===== src/logic/bbls_pkg.sv =====
// Purpose: Shared constants, encodings and carriers of the branch, bit and load/store execution slice.
// Assumes: 8-bit data path, 16-bit program counter and data addresses, single 100 MHz core clock.
// Notes: Registers are reached over APB with 32-bit aligned words; narrow values sit in the low bits.
// Overview of operation
// RULE1: Signed >= branch taken when N xor V zero
// RULE2: Signed < branch taken when N xor V one
// RULE3: Half-carry branches test H set or clear
// RULE4: Transfer-bit branches test T set or clear
// RULE5: Overflow branches test V set or clear
// RULE6: Interrupt-state branches test I set or clear
// RULE7: I/O bit set/clear, two cycles, flags kept
// RULE8: Rotates through carry, one cycle, Z C N V
// RULE9: Register bit copied into T only
// RULE10: T copied into register bit, flags kept
// RULE11: Flag instructions set or clear one flag
// RULE12: Post-increment load reads then bumps pointer
// RULE13: Pre-decrement load drops pointer then reads
// RULE14: Displacement load leaves pointer, two cycles
// RULE15: Direct load from encoded address, two cycles
// RULE16: Post-increment store writes then bumps pointer
// RULE17: Pre-decrement store drops pointer then writes
// RULE18: Displacement store leaves pointer, two cycles
// RULE19: Sign flag set or clear, others kept
// RULE20: Shifts zero-fill, arithmetic keeps bit 7, swap nibbles
// RULE21: Move, pair copy, constant load: one cycle
// RULE22: Untaken branch goes to next, flags kept
`default_nettype none

package bbls_pkg;

  // Status flag bit positions
  localparam int FLAG_C = 0;
  localparam int FLAG_Z = 1;
  localparam int FLAG_N = 2;
  localparam int FLAG_V = 3;
  localparam int FLAG_S = 4;
  localparam int FLAG_H = 5;
  localparam int FLAG_T = 6;
  localparam int FLAG_I = 7;

  // Low byte of each pointer pair in the register file
  localparam logic [4:0] PTR_X_LO = 5'h1a;
  localparam logic [4:0] PTR_Y_LO = 5'h1c;
  localparam logic [4:0] PTR_Z_LO = 5'h1e;

  // APB byte offsets
  localparam logic [11:0] REG_CTRL = 12'h000;
  localparam logic [11:0] REG_FLAGS = 12'h004;
  localparam logic [11:0] REG_PC = 12'h008;
  localparam logic [11:0] REG_RETIRED = 12'h00c;
  localparam logic [4:0] REG_GPR_PAGE = 5'h02;
  localparam int CTRL_RUN = 0;

  // Values after reset
  localparam logic CTRL_RUN_RST = 1'b1;
  localparam logic [7:0] FLAGS_RST = 8'h00;
  localparam logic [15:0] PC_RST = 16'h0000;
  localparam logic [7:0] GPR_RST = 8'h00;

  // Cycles per instruction class
  localparam logic [1:0] CYC_BRANCH_TAKEN = 2'h2;
  localparam logic [1:0] CYC_MEM = 2'h2;
  localparam logic [1:0] CYC_IO = 2'h2;

  typedef enum logic [5:0] {
    OP_NOP,
    OP_BRANCH_SIGNED_GE,
    OP_BRANCH_SIGNED_LT,
    OP_BRANCH_HALFCARRY_SET,
    OP_BRANCH_HALFCARRY_CLEAR,
    OP_BRANCH_TBIT_SET,
    OP_BRANCH_TBIT_CLEAR,
    OP_BRANCH_OVERFLOW_SET,
    OP_BRANCH_OVERFLOW_CLEAR,
    OP_BRANCH_IRQ_ENABLED,
    OP_BRANCH_IRQ_DISABLED,
    OP_IO_BIT_SET,
    OP_IO_BIT_CLEAR,
    OP_SHIFT_LEFT_LOGICAL,
    OP_SHIFT_RIGHT_LOGICAL,
    OP_ROTATE_LEFT_CARRY,
    OP_ROTATE_RIGHT_CARRY,
    OP_SHIFT_RIGHT_ARITH,
    OP_SWAP_NIBBLES,
    OP_FLAG_SET_GENERIC,
    OP_FLAG_CLEAR_GENERIC,
    OP_BIT_TO_TRANSFER,
    OP_TRANSFER_TO_BIT,
    OP_MOVE_REG,
    OP_COPY_REGISTER_PAIR,
    OP_LOAD_CONSTANT,
    OP_LOAD_INDIRECT,
    OP_STORE_INDIRECT,
    OP_LOAD_DISPLACED,
    OP_STORE_DISPLACED,
    OP_LOAD_DIRECT,
    OP_STORE_DIRECT
  } bbls_op_type;

  typedef enum logic [1:0] {
    PTR_X,
    PTR_Y,
    PTR_Z
  } bbls_ptr_type;

  typedef enum logic [1:0] {
    AM_PLAIN,
    AM_POST_INC,
    AM_PRE_DEC
  } bbls_amode_type;

  typedef struct packed {
    bbls_op_type op;
    logic [4:0] rd;
    logic [4:0] rr;
    logic [2:0] bsel;
    logic [7:0] imm;
    logic [6:0] offset;
    logic [5:0] disp;
    logic [15:0] addr;
    logic [5:0] io_addr;
    bbls_ptr_type ptr;
    bbls_amode_type amode;
  } bbls_instr_type;

  typedef struct packed {
    logic req;
    logic we;
    logic [15:0] addr;
    logic [7:0] wdata;
  } bbls_dmem_type;

  typedef struct packed {
    logic we;
    logic [5:0] addr;
    logic [7:0] wdata;
    logic [7:0] wmask;
  } bbls_io_type;

endpackage

`default_nettype wire


===== src/logic/bbls_exec.sv =====
// Purpose: Executes branches, bit operations, shifts and loads/stores of an 8-bit core slice.
// Assumes: Data memory read data is combinational on the held address; I/O space applies masked writes.
// Notes: Core state (registers, flags, PC) is also visible and, while stopped, writable over APB.
`default_nettype none

module bbls_exec
  import bbls_pkg::*;
(
  // Clock and reset
  input wire logic clk,
  input wire logic sys_rst,
  // APB slave
  input wire logic psel,
  input wire logic penable,
  input wire logic pwrite,
  input wire logic [11:0] paddr,
  input wire logic [31:0] pwdata,
  output logic [31:0] prdata,
  output logic pready,
  output logic pslverr,
  // Instruction stream
  input wire logic instr_valid,
  input wire bbls_instr_type instr,
  output logic instr_ready,
  // Data memory
  output bbls_dmem_type dmem,
  input wire logic [7:0] dmem_rdata,
  // I/O space
  output bbls_io_type io
);

  typedef enum logic [0:0] {
    S_IDLE,
    S_BUSY
  } bbls_state_type;

  logic [7:0] gpr_q [32];
  logic [7:0] flags_q;
  logic [15:0] pc_q;
  logic [31:0] retired_q;
  logic run_q;
  bbls_state_type state_q;
  logic [1:0] cnt_q;
  logic ready_q;
  logic load_pend_q;
  logic [4:0] load_rd_q;
  bbls_dmem_type dmem_q;
  bbls_io_type io_q;
  logic [31:0] prdata_q;
  logic pready_q;
  logic pslverr_q;

  logic accept;
  logic apb_setup;
  logic apb_wr;
  logic core_wr_ok;
  logic is_branch;
  logic cond;
  logic [7:0] rdv;
  logic [7:0] rrv;
  logic [7:0] sh_res;
  logic sh_c;
  logic [4:0] ptr_lo;
  logic [4:0] ptr_hi;
  logic [15:0] ptr_val;
  logic [15:0] ptr_new;
  logic [15:0] eff_addr;
  logic [15:0] pc_next;
  logic [15:0] pc_target;
  logic [1:0] cycles;
  logic [7:0] bmask;

  assign accept = instr_valid && ready_q;
  assign apb_setup = psel && !penable;
  assign apb_wr = psel && penable && pready_q && pwrite;
  // Core state is only writable over APB while stopped and idle, so software never races an instruction
  assign core_wr_ok = apb_wr && !run_q && state_q == S_IDLE;

  assign prdata = prdata_q;
  assign pready = pready_q;
  assign pslverr = pslverr_q;
  assign instr_ready = ready_q;
  assign dmem = dmem_q;
  assign io = io_q;

  // Branch condition
  always_comb begin
    is_branch = 1'b1;
    cond = 1'b0;
    case (instr.op)
      OP_BRANCH_SIGNED_GE: cond = (flags_q[FLAG_N] ^ flags_q[FLAG_V]) == 1'b0; // RULE1
      OP_BRANCH_SIGNED_LT: cond = (flags_q[FLAG_N] ^ flags_q[FLAG_V]) == 1'b1; // RULE2
      OP_BRANCH_HALFCARRY_SET: cond = flags_q[FLAG_H]; // RULE3
      OP_BRANCH_HALFCARRY_CLEAR: cond = !flags_q[FLAG_H]; // RULE3
      OP_BRANCH_TBIT_SET: cond = flags_q[FLAG_T]; // RULE4
      OP_BRANCH_TBIT_CLEAR: cond = !flags_q[FLAG_T]; // RULE4
      OP_BRANCH_OVERFLOW_SET: cond = flags_q[FLAG_V]; // RULE5
      OP_BRANCH_OVERFLOW_CLEAR: cond = !flags_q[FLAG_V]; // RULE5
      OP_BRANCH_IRQ_ENABLED: cond = flags_q[FLAG_I]; // RULE6
      OP_BRANCH_IRQ_DISABLED: cond = !flags_q[FLAG_I]; // RULE6
      default: is_branch = 1'b0;
    endcase
  end

  // Shift and rotate data path
  always_comb begin
    rdv = gpr_q[instr.rd];
    rrv = gpr_q[instr.rr];
    sh_res = rdv;
    sh_c = flags_q[FLAG_C];
    case (instr.op)
      OP_SHIFT_LEFT_LOGICAL: begin
        sh_res = {rdv[6:0], 1'b0}; // RULE20
        sh_c = rdv[7];
      end
      OP_SHIFT_RIGHT_LOGICAL: begin
        sh_res = {1'b0, rdv[7:1]}; // RULE20
        sh_c = rdv[0];
      end
      OP_ROTATE_LEFT_CARRY: begin
        sh_res = {rdv[6:0], flags_q[FLAG_C]}; // RULE8
        sh_c = rdv[7];
      end
      OP_ROTATE_RIGHT_CARRY: begin
        sh_res = {flags_q[FLAG_C], rdv[7:1]}; // RULE8
        sh_c = rdv[0];
      end
      OP_SHIFT_RIGHT_ARITH: begin
        sh_res = {rdv[7], rdv[7:1]}; // RULE20
        sh_c = rdv[0];
      end
      default: begin
        sh_res = rdv;
        sh_c = flags_q[FLAG_C];
      end
    endcase
  end

  // Address generation
  always_comb begin
    case (instr.ptr)
      PTR_X: ptr_lo = PTR_X_LO;
      PTR_Y: ptr_lo = PTR_Y_LO;
      default: ptr_lo = PTR_Z_LO;
    endcase
    ptr_hi = ptr_lo | 5'h01;
    ptr_val = {gpr_q[ptr_hi], gpr_q[ptr_lo]};
    ptr_new = ptr_val;
    eff_addr = ptr_val;
    case (instr.op)
      OP_LOAD_INDIRECT, OP_STORE_INDIRECT: begin
        if (instr.amode == AM_POST_INC) begin
          ptr_new = ptr_val + 16'h0001; // RULE12 RULE16
        end else if (instr.amode == AM_PRE_DEC) begin
          ptr_new = ptr_val - 16'h0001; // RULE13 RULE17
          eff_addr = ptr_new; // RULE13 RULE17
        end
      end
      OP_LOAD_DISPLACED, OP_STORE_DISPLACED: eff_addr = ptr_val + {10'h000, instr.disp}; // RULE14 RULE18
      OP_LOAD_DIRECT, OP_STORE_DIRECT: eff_addr = instr.addr; // RULE15
      default: eff_addr = ptr_val;
    endcase
  end

  // Program counter and cycle count
  always_comb begin
    pc_next = pc_q + 16'h0001;
    pc_target = pc_q + {{9{instr.offset[6]}}, instr.offset} + 16'h0001;
    bmask = 8'h01 << instr.bsel;
    cycles = 2'h1;
    case (instr.op)
      OP_IO_BIT_SET, OP_IO_BIT_CLEAR: cycles = CYC_IO; // RULE7
      OP_LOAD_INDIRECT, OP_STORE_INDIRECT, OP_LOAD_DISPLACED, OP_STORE_DISPLACED,
      OP_LOAD_DIRECT, OP_STORE_DIRECT: cycles = CYC_MEM;
      default: cycles = (is_branch && cond) ? CYC_BRANCH_TAKEN : 2'h1;
    endcase
  end

  // Sequencing: ready, busy count, retired count
  always_ff @(posedge clk) begin
    if (sys_rst) begin
      state_q <= S_IDLE;
      cnt_q <= 2'h0;
      ready_q <= 1'b0;
      retired_q <= 32'h0000_0000;
    end else begin
      if (accept) begin
        retired_q <= retired_q + 32'h0000_0001;
      end
      case (state_q)
        S_IDLE: begin
          if (accept && cycles > 2'h1) begin
            state_q <= S_BUSY;
            cnt_q <= cycles - 2'h2;
            ready_q <= 1'b0;
          end else begin
            ready_q <= run_q;
          end
        end
        S_BUSY: begin
          // Ready returns only when the second cycle ends, so nothing is taken mid-access
          if (cnt_q == 2'h0) begin
            state_q <= S_IDLE;
            ready_q <= run_q;
          end else begin
            cnt_q <= cnt_q - 2'h1;
          end
        end
        default: begin
          state_q <= S_IDLE;
          ready_q <= 1'b0;
        end
      endcase
    end
  end

  // Program counter
  always_ff @(posedge clk) begin
    if (sys_rst) begin
      pc_q <= PC_RST;
    end else if (accept) begin
      if (is_branch && cond) begin
        pc_q <= pc_target; // RULE1 RULE2 RULE3 RULE4 RULE5 RULE6
      end else begin
        pc_q <= pc_next; // RULE22
      end
    end else if (core_wr_ok && paddr == REG_PC) begin
      pc_q <= pwdata[15:0];
    end
  end

  // Status flags; branches, moves, loads and stores leave them alone
  always_ff @(posedge clk) begin
    if (sys_rst) begin
      flags_q <= FLAGS_RST;
    end else if (accept) begin
      case (instr.op)
        OP_SHIFT_LEFT_LOGICAL, OP_SHIFT_RIGHT_LOGICAL, OP_ROTATE_LEFT_CARRY,
        OP_ROTATE_RIGHT_CARRY, OP_SHIFT_RIGHT_ARITH: begin
          flags_q[FLAG_C] <= sh_c; // RULE8
          flags_q[FLAG_Z] <= sh_res == 8'h00; // RULE8
          flags_q[FLAG_N] <= sh_res[7]; // RULE8
          flags_q[FLAG_V] <= sh_res[7] ^ sh_c; // RULE8
        end
        OP_FLAG_SET_GENERIC: flags_q[instr.bsel] <= 1'b1; // RULE11 RULE19
        OP_FLAG_CLEAR_GENERIC: flags_q[instr.bsel] <= 1'b0; // RULE11 RULE19
        OP_BIT_TO_TRANSFER: flags_q[FLAG_T] <= rrv[instr.bsel]; // RULE9
        default: flags_q <= flags_q;
      endcase
    end else if (core_wr_ok && paddr == REG_FLAGS) begin
      flags_q <= pwdata[7:0];
    end
  end

  // Register file
  always_ff @(posedge clk) begin
    if (sys_rst) begin
      for (int i = 0; i < 32; i++) begin
        gpr_q[i] <= GPR_RST;
      end
    end else if (accept) begin
      case (instr.op)
        OP_SHIFT_LEFT_LOGICAL, OP_SHIFT_RIGHT_LOGICAL, OP_ROTATE_LEFT_CARRY,
        OP_ROTATE_RIGHT_CARRY, OP_SHIFT_RIGHT_ARITH: gpr_q[instr.rd] <= sh_res; // RULE8 RULE20
        OP_SWAP_NIBBLES: gpr_q[instr.rd] <= {rdv[3:0], rdv[7:4]}; // RULE20
        OP_TRANSFER_TO_BIT: gpr_q[instr.rd] <= (rdv & ~bmask) | (flags_q[FLAG_T] ? bmask : 8'h00); // RULE10
        OP_MOVE_REG: gpr_q[instr.rd] <= rrv; // RULE21
        OP_COPY_REGISTER_PAIR: begin
          gpr_q[{instr.rd[4:1], 1'b0}] <= gpr_q[{instr.rr[4:1], 1'b0}]; // RULE21
          gpr_q[{instr.rd[4:1], 1'b1}] <= gpr_q[{instr.rr[4:1], 1'b1}]; // RULE21
        end
        OP_LOAD_CONSTANT: gpr_q[instr.rd] <= instr.imm; // RULE21
        OP_LOAD_INDIRECT, OP_STORE_INDIRECT: begin
          // Pointer written back at issue; the address already holds the old or pre-decremented value
          gpr_q[ptr_lo] <= ptr_new[7:0]; // RULE12 RULE13 RULE16 RULE17
          gpr_q[ptr_hi] <= ptr_new[15:8]; // RULE12 RULE13 RULE16 RULE17
        end
        default: gpr_q[instr.rd] <= gpr_q[instr.rd];
      endcase
    end else if (state_q == S_BUSY && load_pend_q) begin
      // Loaded byte lands last, so it wins over a pointer update of the same register
      gpr_q[load_rd_q] <= dmem_rdata; // RULE12 RULE13 RULE14 RULE15
    end else if (core_wr_ok && paddr[11:7] == REG_GPR_PAGE && paddr[1:0] == 2'h0) begin
      gpr_q[paddr[6:2]] <= pwdata[7:0];
    end
  end

  // Data memory request, held for the whole second cycle
  always_ff @(posedge clk) begin
    if (sys_rst) begin
      dmem_q <= '0;
      load_pend_q <= 1'b0;
      load_rd_q <= 5'h00;
    end else if (accept) begin
      dmem_q.addr <= eff_addr;
      dmem_q.wdata <= rrv;
      load_rd_q <= instr.rd;
      case (instr.op)
        OP_LOAD_INDIRECT, OP_LOAD_DISPLACED, OP_LOAD_DIRECT: begin
          dmem_q.req <= 1'b1; // RULE12 RULE13 RULE14 RULE15
          dmem_q.we <= 1'b0;
          load_pend_q <= 1'b1;
        end
        OP_STORE_INDIRECT, OP_STORE_DISPLACED, OP_STORE_DIRECT: begin
          dmem_q.req <= 1'b1; // RULE16 RULE17 RULE18
          dmem_q.we <= 1'b1;
          load_pend_q <= 1'b0;
        end
        default: begin
          dmem_q.req <= 1'b0;
          dmem_q.we <= 1'b0;
          load_pend_q <= 1'b0;
        end
      endcase
    end else if (state_q == S_BUSY && cnt_q == 2'h0) begin
      dmem_q.req <= 1'b0;
      dmem_q.we <= 1'b0;
      load_pend_q <= 1'b0;
    end
  end

  // I/O bit write as one masked write; avoids a read-modify-write racing the next instruction
  always_ff @(posedge clk) begin
    if (sys_rst) begin
      io_q <= '0;
    end else if (accept && (instr.op == OP_IO_BIT_SET || instr.op == OP_IO_BIT_CLEAR)) begin
      io_q.we <= 1'b1; // RULE7
      io_q.addr <= instr.io_addr;
      io_q.wmask <= bmask; // RULE7
      io_q.wdata <= instr.op == OP_IO_BIT_SET ? bmask : 8'h00; // RULE7
    end else begin
      io_q.we <= 1'b0;
    end
  end

  // Control register
  always_ff @(posedge clk) begin
    if (sys_rst) begin
      run_q <= CTRL_RUN_RST;
    end else if (apb_wr && paddr == REG_CTRL) begin
      run_q <= pwdata[CTRL_RUN];
    end
  end

  // APB answer: no wait state, read data captured in the setup cycle
  always_ff @(posedge clk) begin
    if (sys_rst) begin
      pready_q <= 1'b0;
      pslverr_q <= 1'b0;
      prdata_q <= 32'h0000_0000;
    end else if (apb_setup) begin
      pready_q <= 1'b1;
      pslverr_q <= 1'b0;
      prdata_q <= 32'h0000_0000;
      if (paddr == REG_CTRL) begin
        prdata_q <= {31'h0000_0000, run_q};
      end else if (paddr == REG_FLAGS) begin
        prdata_q <= {24'h00_0000, flags_q};
      end else if (paddr == REG_PC) begin
        prdata_q <= {16'h0000, pc_q};
      end else if (paddr == REG_RETIRED) begin
        prdata_q <= retired_q;
      end else if (paddr[11:7] == REG_GPR_PAGE && paddr[1:0] == 2'h0) begin
        prdata_q <= {24'h00_0000, gpr_q[paddr[6:2]]};
      end else begin
        pslverr_q <= 1'b1;
      end
    end else begin
      pready_q <= 1'b0;
      pslverr_q <= 1'b0;
    end
  end

endmodule

`default_nettype wire


===== config.mk =====
export PLATFORM = sky130hd
export DESIGN_NAME = bbls_exec
export DESIGN_NICKNAME = d
export VERILOG_FILES = /design/src/logic/bbls_pkg.sv /design/src/logic/bbls_exec.sv
export SDC_FILE = /design/constraint.sdc
export NUM_CORES = 1
export LEC_CHECK = 0
export BUFFER_PORTS_ARGS = -buffer_cell sky130_fd_sc_hd__buf_2
export CORE_MARGIN = 1.5
export CORE_UTILIZATION = 26
export CTS_CLUSTER_DIAMETER = 30
export CTS_CLUSTER_SIZE = 10
export DETAILED_ROUTE_END_ITERATION = 8
export GPL_TIMING_DRIVEN = 0
export PLACE_DENSITY = 0.52
export SLEW_MARGIN = 0
export SYNTH_ARGS = -nofsm -noshare
export SYNTH_HDL_FRONTEND = slang
export SYNTH_SLANG_ARGS = --single-unit

===== constraint.sdc =====
create_clock -name clk -period 4.7 [get_ports clk]
set_input_delay 0.705 -clock clk [delete_from_list [all_inputs] [get_ports clk]]
set_output_delay 0.705 -clock clk [all_outputs]
set_load 0.02 [all_outputs]

After elaboration in Yosys (flattened, before gate mapping)
Memories as Yosys holds them, arrays and structs flattened.
Cells that the tools add are included.
W data, S select, Z words.
{"block": "totals", "reg_bits": 150, "latchBits": 0, "ramBits": 256, "rom_bits": 0, "in_bits": 124, "output_inout_bits": 84, "elab_cells": 272, "mem_count": 1}
{"name": "gpr_q", "words": 32, "width": 8, "rd": 7, "rd_clocked_by_memory_dff": 0, "write_ports": 32, "line": "bbls_exec.sv:37", "source": "logic [7:0] gpr_q [32];"}
{"block": "op_classes", "n_addsub": 9, "mul": 0, "div_mod_pow": 0, "n_lt_le_gt_ge": 3, "eq_ne": 44, "n_shift": 1, "n_mux": 119, "bitwise_logic": 16, "n_reduce_logical": 57}
{"cell": "$mux W8", "count": 17}
{"cell": "$mux W32", "count": 4}
{"cell": "$mux W16", "count": 7}
{"cell": "$eq A6 B5 Y1 const B", "count": 16}
{"cell": "$reduce_or A8 Y1", "count": 8}
{"cell": "$mux W1", "count": 63}
{"cell": "$add A16 B1 Y16 const B", "count": 3}
{"cell": "$eq A6 B4 Y1 const B", "count": 8}
{"cell": "$pmux W16 S3", "count": 1}
{"cell": "$pmux W8 S5", "count": 1}
{"cell": "$mux W5", "count": 7}
{"cell": "$add A32 B1 Y32 const B", "count": 1}
{"cell": "$eq A12 B4 Y1 const B", "count": 2}
{"cell": "$eq A6 B3 Y1 const B", "count": 4}
{"cell": "$logic_and A1 B1 Y1", "count": 19}
{"cell": "$add A16 B16 Y16", "count": 1}
{"cell": "$add A16 B6 Y16", "count": 1}
{"cell": "$and A8 B8 Y8", "count": 2}
{"cell": "$not A8 Y8", "count": 2}
{"cell": "$or A8 B8 Y8", "count": 2}
{"cell": "$sub A16 B1 Y16 const B", "count": 1}
{"cell": "$eq A12 B3 Y1 const B", "count": 1}
{"cell": "$eq A6 B2 Y1 const B", "count": 2}
{"cell": "$logic_not A12 Y1", "count": 1}
{"cell": "38 further kinds", "count": 75}

Logic depth before layout (Yosys ltp)
Gate-level depths: netlist of the first run.
{"block": "depth", "depth_word": 17, "mapped_depth": 15}

Worst setup path after synthesis of the first run
OpenSTA, ideal clock, no wires.
{"block": "synth_timing", "path_kind": "in2reg", "startpoint": "input port instr[2] (netlist name)", "endpoint": "register dmem_q (netlist bit dmem[23])", "setup_ns": 0.132, "t_arrival_ns": 3.474, "setup_slack_ns": 1.095, "path_stages": 13, "path_cell_list": "buf_6 -> mux2i_1 -> o21ai_0 -> clkbuf_1 -> ha_1 -> a21o_1 -> a2111oi_0 -> nor4_1 -> nor3b_1 -> mux2i_1 -> a32o_1 -> a211oi_2 -> nor3_1"}
{"block": "synth_between", "elab_chain_cells": 7, "word_cells_on_any_way": 9, "cone_classes": "add/sub: 2; eq/ne: 1; mux: 4; reduce/logical: 1; memory: 1"}
{"item": "start: declaration", "line": "bbls_exec.sv:23", "source": "input wire bbls_instr_type instr,"}
{"item": "$eq A2 B1 Y1 or $logic_not A2 Y1 (tied branches)", "line": "bbls_exec.sv:141", "source": "case (instr.ptr)"}
{"item": "$pmux W3 S2 (*)", "line": "bbls_exec.sv:141"}
{"item": "$mem_v2 Z32 W8 (*)"}
{"item": "$sub A16 B1 Y16", "line": "bbls_exec.sv:155", "source": "ptr_new = ptr_val - 16'h0001;"}
{"item": "$mux W16", "line": "bbls_exec.sv:154", "source": "end else if (instr.amode == AM_PRE_DEC) begin"}
{"item": "$mux W16", "line": "bbls_exec.sv:152", "source": "if (instr.amode == AM_POST_INC) begin"}
{"item": "$pmux W16 S3 (*)", "line": "bbls_exec.sv:150", "source": "case (instr.op)"}
{"item": "end: declaration", "line": "bbls_exec.sv:47", "source": "bbls_dmem_type dmem_q;"}
Every way passes the cells marked *; elsewhere a longest branch is shown, timed or not.
A chain may end at the register's enable or synchronous reset.

==> results of run 1 <==
==> timing repair <==
item,in CTS,in global routing
gates cloned,0,0
resized for setup,30,29
hold endpoints to repair,0,0
buffers inserted,0,3
pin swaps,0,1
hold buffers,0,0
endpoints found under the setup margin,302,246
==> worst max path at each step <==
stage | from | end | slack [ns] | depth (start not counted)
finish | instr[51] | gpr_q[0][1] | -0.16 | 13
global route | instr_ready | gpr_q[15][7] | -0.03 | 12
CTS | gpr_q[26][2] | dmem[23] | 0.004 | 12
detailed placement | instr[52] | gpr_q[11][1] | -1.63 | 11
global placement | instr[51] | gpr_q[30][7] | -1.83 | 10
floorplan | instr[2] | dmem[23] | 1.09 | 13
==> metal layers <==
metal  global-route usage, %  part of all wire [%]  vias up
met1                   35.46                    37    14737
met2                   42.55                    43     2383
met4                   15.65                   6.7       10
met5                  0.2171                 0.044        -
met3                   10.69                    13      540
li1                        -                     -    11729
==> area by class of cell <==
| cell class | instances | area (µm²) | area share, % |
|---|---|---|---|
| antenna | 6 | 15.01 | 0.04243 |
| buffer | 244 | 1159 | 3.274 |
| clock buffer | 111 | 2562 | 7.241 |
| clock inverter | 74 | 1067 | 3.016 |
| inverter | 25 | 93.84 | 0.2652 |
| multi-input combinational | 2115 | 16960 | 47.91 |
| sequential | 406 | 10690 | 30.21 |
| tap | 1476 | 1847 | 5.219 |
| timing repair buffer | 185 | 998.5 | 2.821 |
==> stage by stage <==
step           setup WS [ns]  util, %  TNS [ns]  instances
2_1_floorplan          1.095        -         0       2794
3_3_place_gp          -1.832    28.81   -542.75       4446
3_5_place_dp          -1.626    28.91   -419.96       4452
4_1_cts             0.004098    32.29         0       4633
5_1_grt             -0.03099    32.41   -0.2715       4637
6_report             -0.1582    32.42    -7.057       4642
==> sequential cells by signal (all words and copies together), names as in the netlist, named ones only <==
| signal | flops |
|---|---|
| gpr_q | 256 |
| prdata | 32 |
| retired_q | 32 |
| dmem | 26 |
| io | 23 |
| pc_q | 16 |
| flags_q | 5 |
| load_rd_q | 5 |
| cnt_q | 2 |
| instr_ready | 1 |
| load_pend_q | 1 |
| pready | 1 |
| pslverr | 1 |
| run_q | 1 |
| state_q | 1 |
==> worst max-delay path, cell delays in order <==
cell,delay [ns]
sky130_fd_sc_hd__buf_2,0.27
sky130_fd_sc_hd__buf_2,0.56
sky130_fd_sc_hd__buf_4,0.37
sky130_fd_sc_hd__mux2i_1,0.65
sky130_fd_sc_hd__a22oi_1,0.27
sky130_fd_sc_hd__nand2_1,0.14
sky130_fd_sc_hd__o22ai_1,0.09
sky130_fd_sc_hd__a221o_1,0.47
sky130_fd_sc_hd__a211oi_1,0.31
sky130_fd_sc_hd__o211ai_1,0.15
sky130_fd_sc_hd__o2bb2ai_2,0.49
sky130_fd_sc_hd__buf_2,0.55
sky130_fd_sc_hd__o22ai_1,0.18
==> cells in the mapped netlist (24+ instances only) <==
cell type / count / share of area, %
sky130_fd_sc_hd__a22oi_1: 77 / 2.0
sky130_fd_sc_hd__mux2_2: 27 / 1.1
sky130_fd_sc_hd__o21ai_0: 95 / 1.7
sky130_fd_sc_hd__o22ai_1: 246 / 5.4
sky130_fd_sc_hd__a211oi_1: 47 / 1.2
sky130_fd_sc_hd__nand3_1: 82 / 1.4
sky130_fd_sc_hd__xnor2_1: 38 / 1.2
sky130_fd_sc_hd__buf_4: 24 / 0.63
sky130_fd_sc_hd__buf_2: 53 / 0.92
sky130_fd_sc_hd__nand2_1: 229 / 3.0
sky130_fd_sc_hd__mux4_2: 213 / 17
sky130_fd_sc_hd__a21oi_1: 161 / 2.8
sky130_fd_sc_hd__xor2_1: 41 / 1.3
sky130_fd_sc_hd__clkbuf_1: 148 / 1.9
sky130_fd_sc_hd__nor3_1: 62 / 1.1
sky130_fd_sc_hd__nor2_1: 255 / 3.3
sky130_fd_sc_hd__mux2i_1: 149 / 5.2
sky130_fd_sc_hd__edfxtp_1: 256 / 27
sky130_fd_sc_hd__nand4_1: 24 / 0.52
sky130_fd_sc_hd__ha_1: 26 / 1.1
sky130_fd_sc_hd__dfxtp_1: 150 / 10
==> power breakdown <==
| part | switching (mW) | internal, mW | leakage (nW) |
|---|---|---|---|
| Combinational | 1.68 | 0.722 | 6.98 |
| Clock | 2.35 | 5.13 | 1.77 |
| Sequential | 0.196 | 3.91 | 3.86 |
| Total | 4.22 | 9.76 | 12.6 |
==> kinds of logic (layout without fill, tap and decap cells) <==
kind of cell | count (synthesis) | in the layout | share of synthesized area (%)
AOI/OAI and AO/OA | 819 | 819 | 18.74
xor gates and xnor gates | 79 | 79 | 2.409
muxes | 389 | 389 | 22.96
buffers and inverters | 273 | 639 | 4.296
other | 0 | 6 | 0
adders and majority gates | 28 | 28 | 1.272
and+or+nand+nor | 800 | 800 | 13.10
DFF | 406 | 406 | 37.22
==> run summary, run 1 <==
Summing internal, switching and leakage power gives 13.98 mW. The die covers 112,500 µm². The synthesized design contains 406 register bits. The library cells used most frequently in the layout, excluding fill and tap cells, are 256 x sky130_fd_sc_hd__edfxtp_1, 249 x sky130_fd_sc_hd__nor2_1, 246 x sky130_fd_sc_hd__o22ai_1. The startpoint of the most critical hold path was instr[6]. Synthesized cell area: 28,720 µm². The run gives 223,300 µm as the first-pass GRT wire length.

The worst register-to-register path ends at gpr_q[6][6]. The tools report the number of synthesis warnings as 0. STA puts the critical path data required time at 5.10 ns. The class of the tightest hold or removal check was input pin to flip-flop. Fraction of layout instances using a drive strength above 1: 24.27%. TritonCTS built the clock tree. The die is 335.4 µm wide. The clock net in this run drives a total of 406 sinks. In the synthesized netlist the async set-or-reset flop fraction comes to 0%. The logs give 9 for the final count of pins violating max slew and 3,227 for the layout net count. The first routing iteration left 4,651 violations.

The clock arrives with 0.02433 ns of skew. Entering global routing, the biggest net connects 20 pins. Counting the buffers created by CTS gives 98. The most used flip-flop cell after synthesis is sky130_fd_sc_hd__edfxtp_1. Sequential element share of the synthesized area: 37.22%. Compared with the post-synthesis result, the final layout area differs by 23.23%.

Counting every instance in the synthesized netlist gives 2,794. Leaving out fill and tap cells, the most frequent cell in the layout is sky130_fd_sc_hd__edfxtp_1. The number of global-route vias before repair was 27,371. Number of hold violations in the final report: 0. The pre-antenna-repair detailed-routing pass consisted of 6 iterations.

Along the worst path, the maximum fanout reaches 10. The normalized max-slew margin is -6.604%, and the weighted congestion at the end of routability-driven global placement is 1.116. The total overflow reported by the global router came out at 0. STA classifies the critical path startpoint as an input pin. The worst hold path passes through 3 cells.

The number of antenna violations at the first check in global routing came out at 11. The finished cells cover 35,390 µm². The total wire length after detailed routing came out at 165,800 µm.

After filler insertion, the fill cell instance count of the layout stands at 11,192. Measured along the y axis, the die boundary spans 335.4 µm. For this run, the total global-route usage over all layers was measured as 28.55%.

Power spread over the standard cell area amounts to 395.1 nW/µm². After clock tree synthesis, the clock-pin slew on the worst setup and hold paths is 0.05 ns. Across the VDD grid, the largest voltage drop is 259.2 µV. During I/O placement, the number of pins put on the boundary was 208. After detailed routing, the number of vias per cell comes to 6.333. The HPWL after detailed placement is 127,300 µm. The worst slack on hold paths is 0.2868 ns. By startpoint and endpoint, the worst setup path is classified as input pin to flip-flop. The tools report the synthesized netlist net count as 2,946. The number of enable flip-flop cells after synthesis came out at 256.

The depth of the most critical reg-to-reg path came out at 12. The slew at the pin closest to its max-slew limit was 1.592 ns. Number of max-capacitance violations reported: 1.

Via count: 29,399. Summed over all cells, the static leakage comes to 12.60 nW. The worst path uses 103.4% of the clock period. The wire length per cell works out to 35.72 µm. Across all register-to-register paths, the minimum setup slack is 0.05 ns. The core region is 109,200 µm². The number of buffer cells added on primary ports works out to 176.

The clock insertion delay at the later pin of the skew report came out at 0.69 ns. The checks that failed: capacitance limit, slew limit, setup timing. The placed instances occupy a cell area of 31,550 µm². The reg-to-reg startpoint was instr_ready. Yosys mapped the design onto 93 distinct sky130hd cell types. The floorplan has 121 rows. The tools report the buffer cell driving the clock tree root as sky130_fd_sc_hd__clkbuf_16.

The mean post-synth cell area works out to 10.28 µm². The H-tree generated during clock tree synthesis spans 3 levels. The tools report the kind of capture point of the worst setup path as a flip-flop. Number of failing setup endpoints in the final timing report: 88. Data arrival time of the critical path: 5.26 ns.

The worst-case hold path end point is io[18]. In the routed design, unresolved DRC markers number 0. The tools report the initial core utilization as 26.31%. The run finished, with violations left. For the finished layout, the period the worst path requires is 4.858 ns. The detail route stage leaves a number of antenna-violating nets equal to 0. The run gives 205.8 MHz as the timing-limited maximum frequency. The buffer depth of the longest clock path was 3. The final worst-path setup slack was -0.1582 ns.
No activity file was read; power rests on OpenSTA's default activity.
==> run 2, diff against run 1 <==
Settings changed: CELL_PAD_IN_SITES_DETAIL_PLACEMENT set to 1, CELL_PAD_IN_SITES_GLOBAL_PLACEMENT set to 1, CORE_ASPECT_RATIO set to 0.9, PLACE_DENSITY 0.52 to 0.6.
==> run summary, run 2 (synthesis gave the netlist of run 1 again) <==
The nature of the critical path startpoint was an input pin. The core region is 109,400 µm². The data arrival time of the critical path came out at 5.24 ns. The final count of pins violating max slew was 42; the slew at the pin closest to its max-slew limit was 1.664 ns. TritonCTS built the clock tree. The placed instance area is 31,560 µm², and the number of max-capacitance violations reported is 5. The met3 global-route usage is 12.40%, and the cell row count is 115. The shortest period the worst path allows works out to 4.860 ns. The clock insertion delay at the later pin of the skew report is 0.72 ns. The checks that failed: capacitance limit, slew limit, setup timing. During placement, the flow inserted port buffers numbering 176. The logs give 172,400 µm for the total wire length after detailed routing and 21 for the number of antenna violations at the first check in global routing.

Clock tree synthesis selected as its root buffer the cell sky130_fd_sc_hd__clkbuf_16. The total power draw was 14.59 mW; the fraction of layout instances using a drive strength above 1 was 25.17%. The min-delay analysis places its worst path in the category input pin to flip-flop. Dividing total power by cell area gives a power density of 407.5 nW/µm². Number of failing setup endpoints in the final timing report: 44. For the DRC violation count after routing, the log shows 0. The number of H-tree branching levels was 3. The worst-case IR drop observed on VDD is 327.3 µV. The run gives 3 as the buffer depth of the longest clock path.

The worst clock skew on the final layout is 0.09589 ns. The logs give 0.2905 ns for the worst slack on hold paths and 3,240 for the layout net count. The register with the most flip-flops in the layout has 256 of them. The setup TNS after final layout came out at -2.172 ns. Final worst-path setup slack: -0.1605 ns. For the worst setup path, the data required time is 5.08 ns. After global routing, the most crowded layer is met2. Total overflow reported by the global router: 0.

The run finished, with violations left. The wire-length estimate of the detail-placed layout is 131,300 µm. The wire length per cell was 37.12 µm. The weighted congestion at the end of routability-driven global placement was 1.118. Global routing used 38.41% of the available met1 tracks. Maximum fanout count along the critical path: 10.

Counting flops per register, the top entry is gpr_q. The run gives 0 as the number of hold violations in the final report. Global routing used 29.72% of the available tracks.

Entering global routing, the biggest net connects 20 pins. Clock tree synthesis found a total of 406 sinks. For this run, the top clock speed supported by timing is 205.7 MHz. The logs give 12.78 nW for the leakage power summed over all cells and 28,400 for the number of global-route vias before repair. The first global-routing pass estimated 234,200 µm of wire. The share of the clock period used by the worst path after layout was 103.4%.

The logs give 108 for the TritonCTS buffer count and -1.613 ns for the pre-CTS worst setup slack. Area growth from synthesis to final layout: 24.70%. The normalized max-slew margin came out at -11.39%. For this configuration, the core starts out at a cell density of 26.26%. The count of hold-fix buffers inserted at cts was 0; the clock-pin transition on the worst setup and hold timing paths was 0.05 ns. The die extent in x was 353.3 µm. First-pass detailed-route iteration total: 8. The overall die height works out to 318.3 µm. The top cell types in the final layout, fill and taps aside, are 256 x sky130_fd_sc_hd__edfxtp_1, 250 x sky130_fd_sc_hd__nor2_1, 246 x sky130_fd_sc_hd__o22ai_1. Pin placement for this block handled 208 I/O pins. STA classifies the critical path endpoint as a flip-flop. The detailed router finished its first iteration with 4,162 violations.

Leaving out fill and tap cells, the most frequent cell in the layout is sky130_fd_sc_hd__edfxtp_1. After routing the design area is 35,810 µm². For this run, global-route usage on met2 was measured as 42.23%. The count of nets left with antenna violations once routing finished came out at 0. Detailed routing inserted a total of 29,544 vias.

Dividing the detail-routed via count by the number of cells gives 6.359. The area of the die came out at 112,500 µm². Kind of critical path: input pin to flip-flop.
## run 2: cell count changes in the layout (fill, tap and decap cells not counted), sizes merged
cell	previous run	this run
clkdlybuf4s15	0	2
clkinv	42	39
diode	6	5
clkbuf	257	267
bufinv	22	19
clkinvlp	5	17
buf	283	288
inv	30	26
## run 2: power by group
| group | total (mW) | switching [mW] | leakage (nW) | internal (mW) |
|---|---|---|---|---|
| combinational | 2.40 | 1.68 | 7.01 | 0.723 |
| sequential | 4.11 | 0.203 | 3.86 | 3.91 |
| clock | 8.08 | 2.56 | 1.91 | 5.52 |
| total | 14.6 | 4.44 | 12.8 | 10.2 |
## run 2: final cells by class
class,instances,area (µm²)
fill,12325,73540
multi-input combinational,2115,17000
sequential,406,10690
clock buffer,125,2952
tap,1462,1829
buffer,246,1182
clock inverter,76,1044
timing repair buffer,186,1013
inverter,25,93.84
antenna,5,12.51
## run 2: worst paths after layout
check / slack, ns / cells past startpoint / end / start
worst min register to register: 0.45 / 2 / io[17] / io[17]
worst min-delay path: 0.29 / 3 / io[20] / instr[8]
worst max-delay path: -0.16 / 10 / gpr_q[30][4] / instr[51]
worst max register to register: 0.01 / 10 / gpr_q[6][6] / instr_ready
## run 2: layer usage
metal	wire length [µm]	share of wire, %	vias up
met4	10510	6.1	20
met3	23650	14	523
met2	70930	41	2271
li1	-	-	11761
met1	67230	39	14969
met5	117	0.068	-
## run 2: repair_timing
item / in CTS / in global routing
gates resized for setup: 41 / 31
setup endpoints to repair: 409 / 181
setup buffers: 0 / 3
## run 2: worst max-delay path, stage by stage
cell,delay (ns)
sky130_fd_sc_hd__buf_2,0.26
sky130_fd_sc_hd__buf_2,0.56
sky130_fd_sc_hd__buf_4,0.34
sky130_fd_sc_hd__buf_2,0.36
sky130_fd_sc_hd__buf_2,0.61
sky130_fd_sc_hd__mux4_2,0.61
sky130_fd_sc_hd__mux2i_1,0.14
sky130_fd_sc_hd__mux2_2,0.35
sky130_fd_sc_hd__clkbuf_1,0.97
sky130_fd_sc_hd__o22ai_1,0.26
## run 2: metrics by stage
step           cells  util (%)
5_1_grt         4641     32.74
4_1_cts         4637     32.62
3_5_place_dp    4438     28.86
3_3_place_gp    4432     28.74
6_report        4646     32.75
2_1_floorplan   2794         -
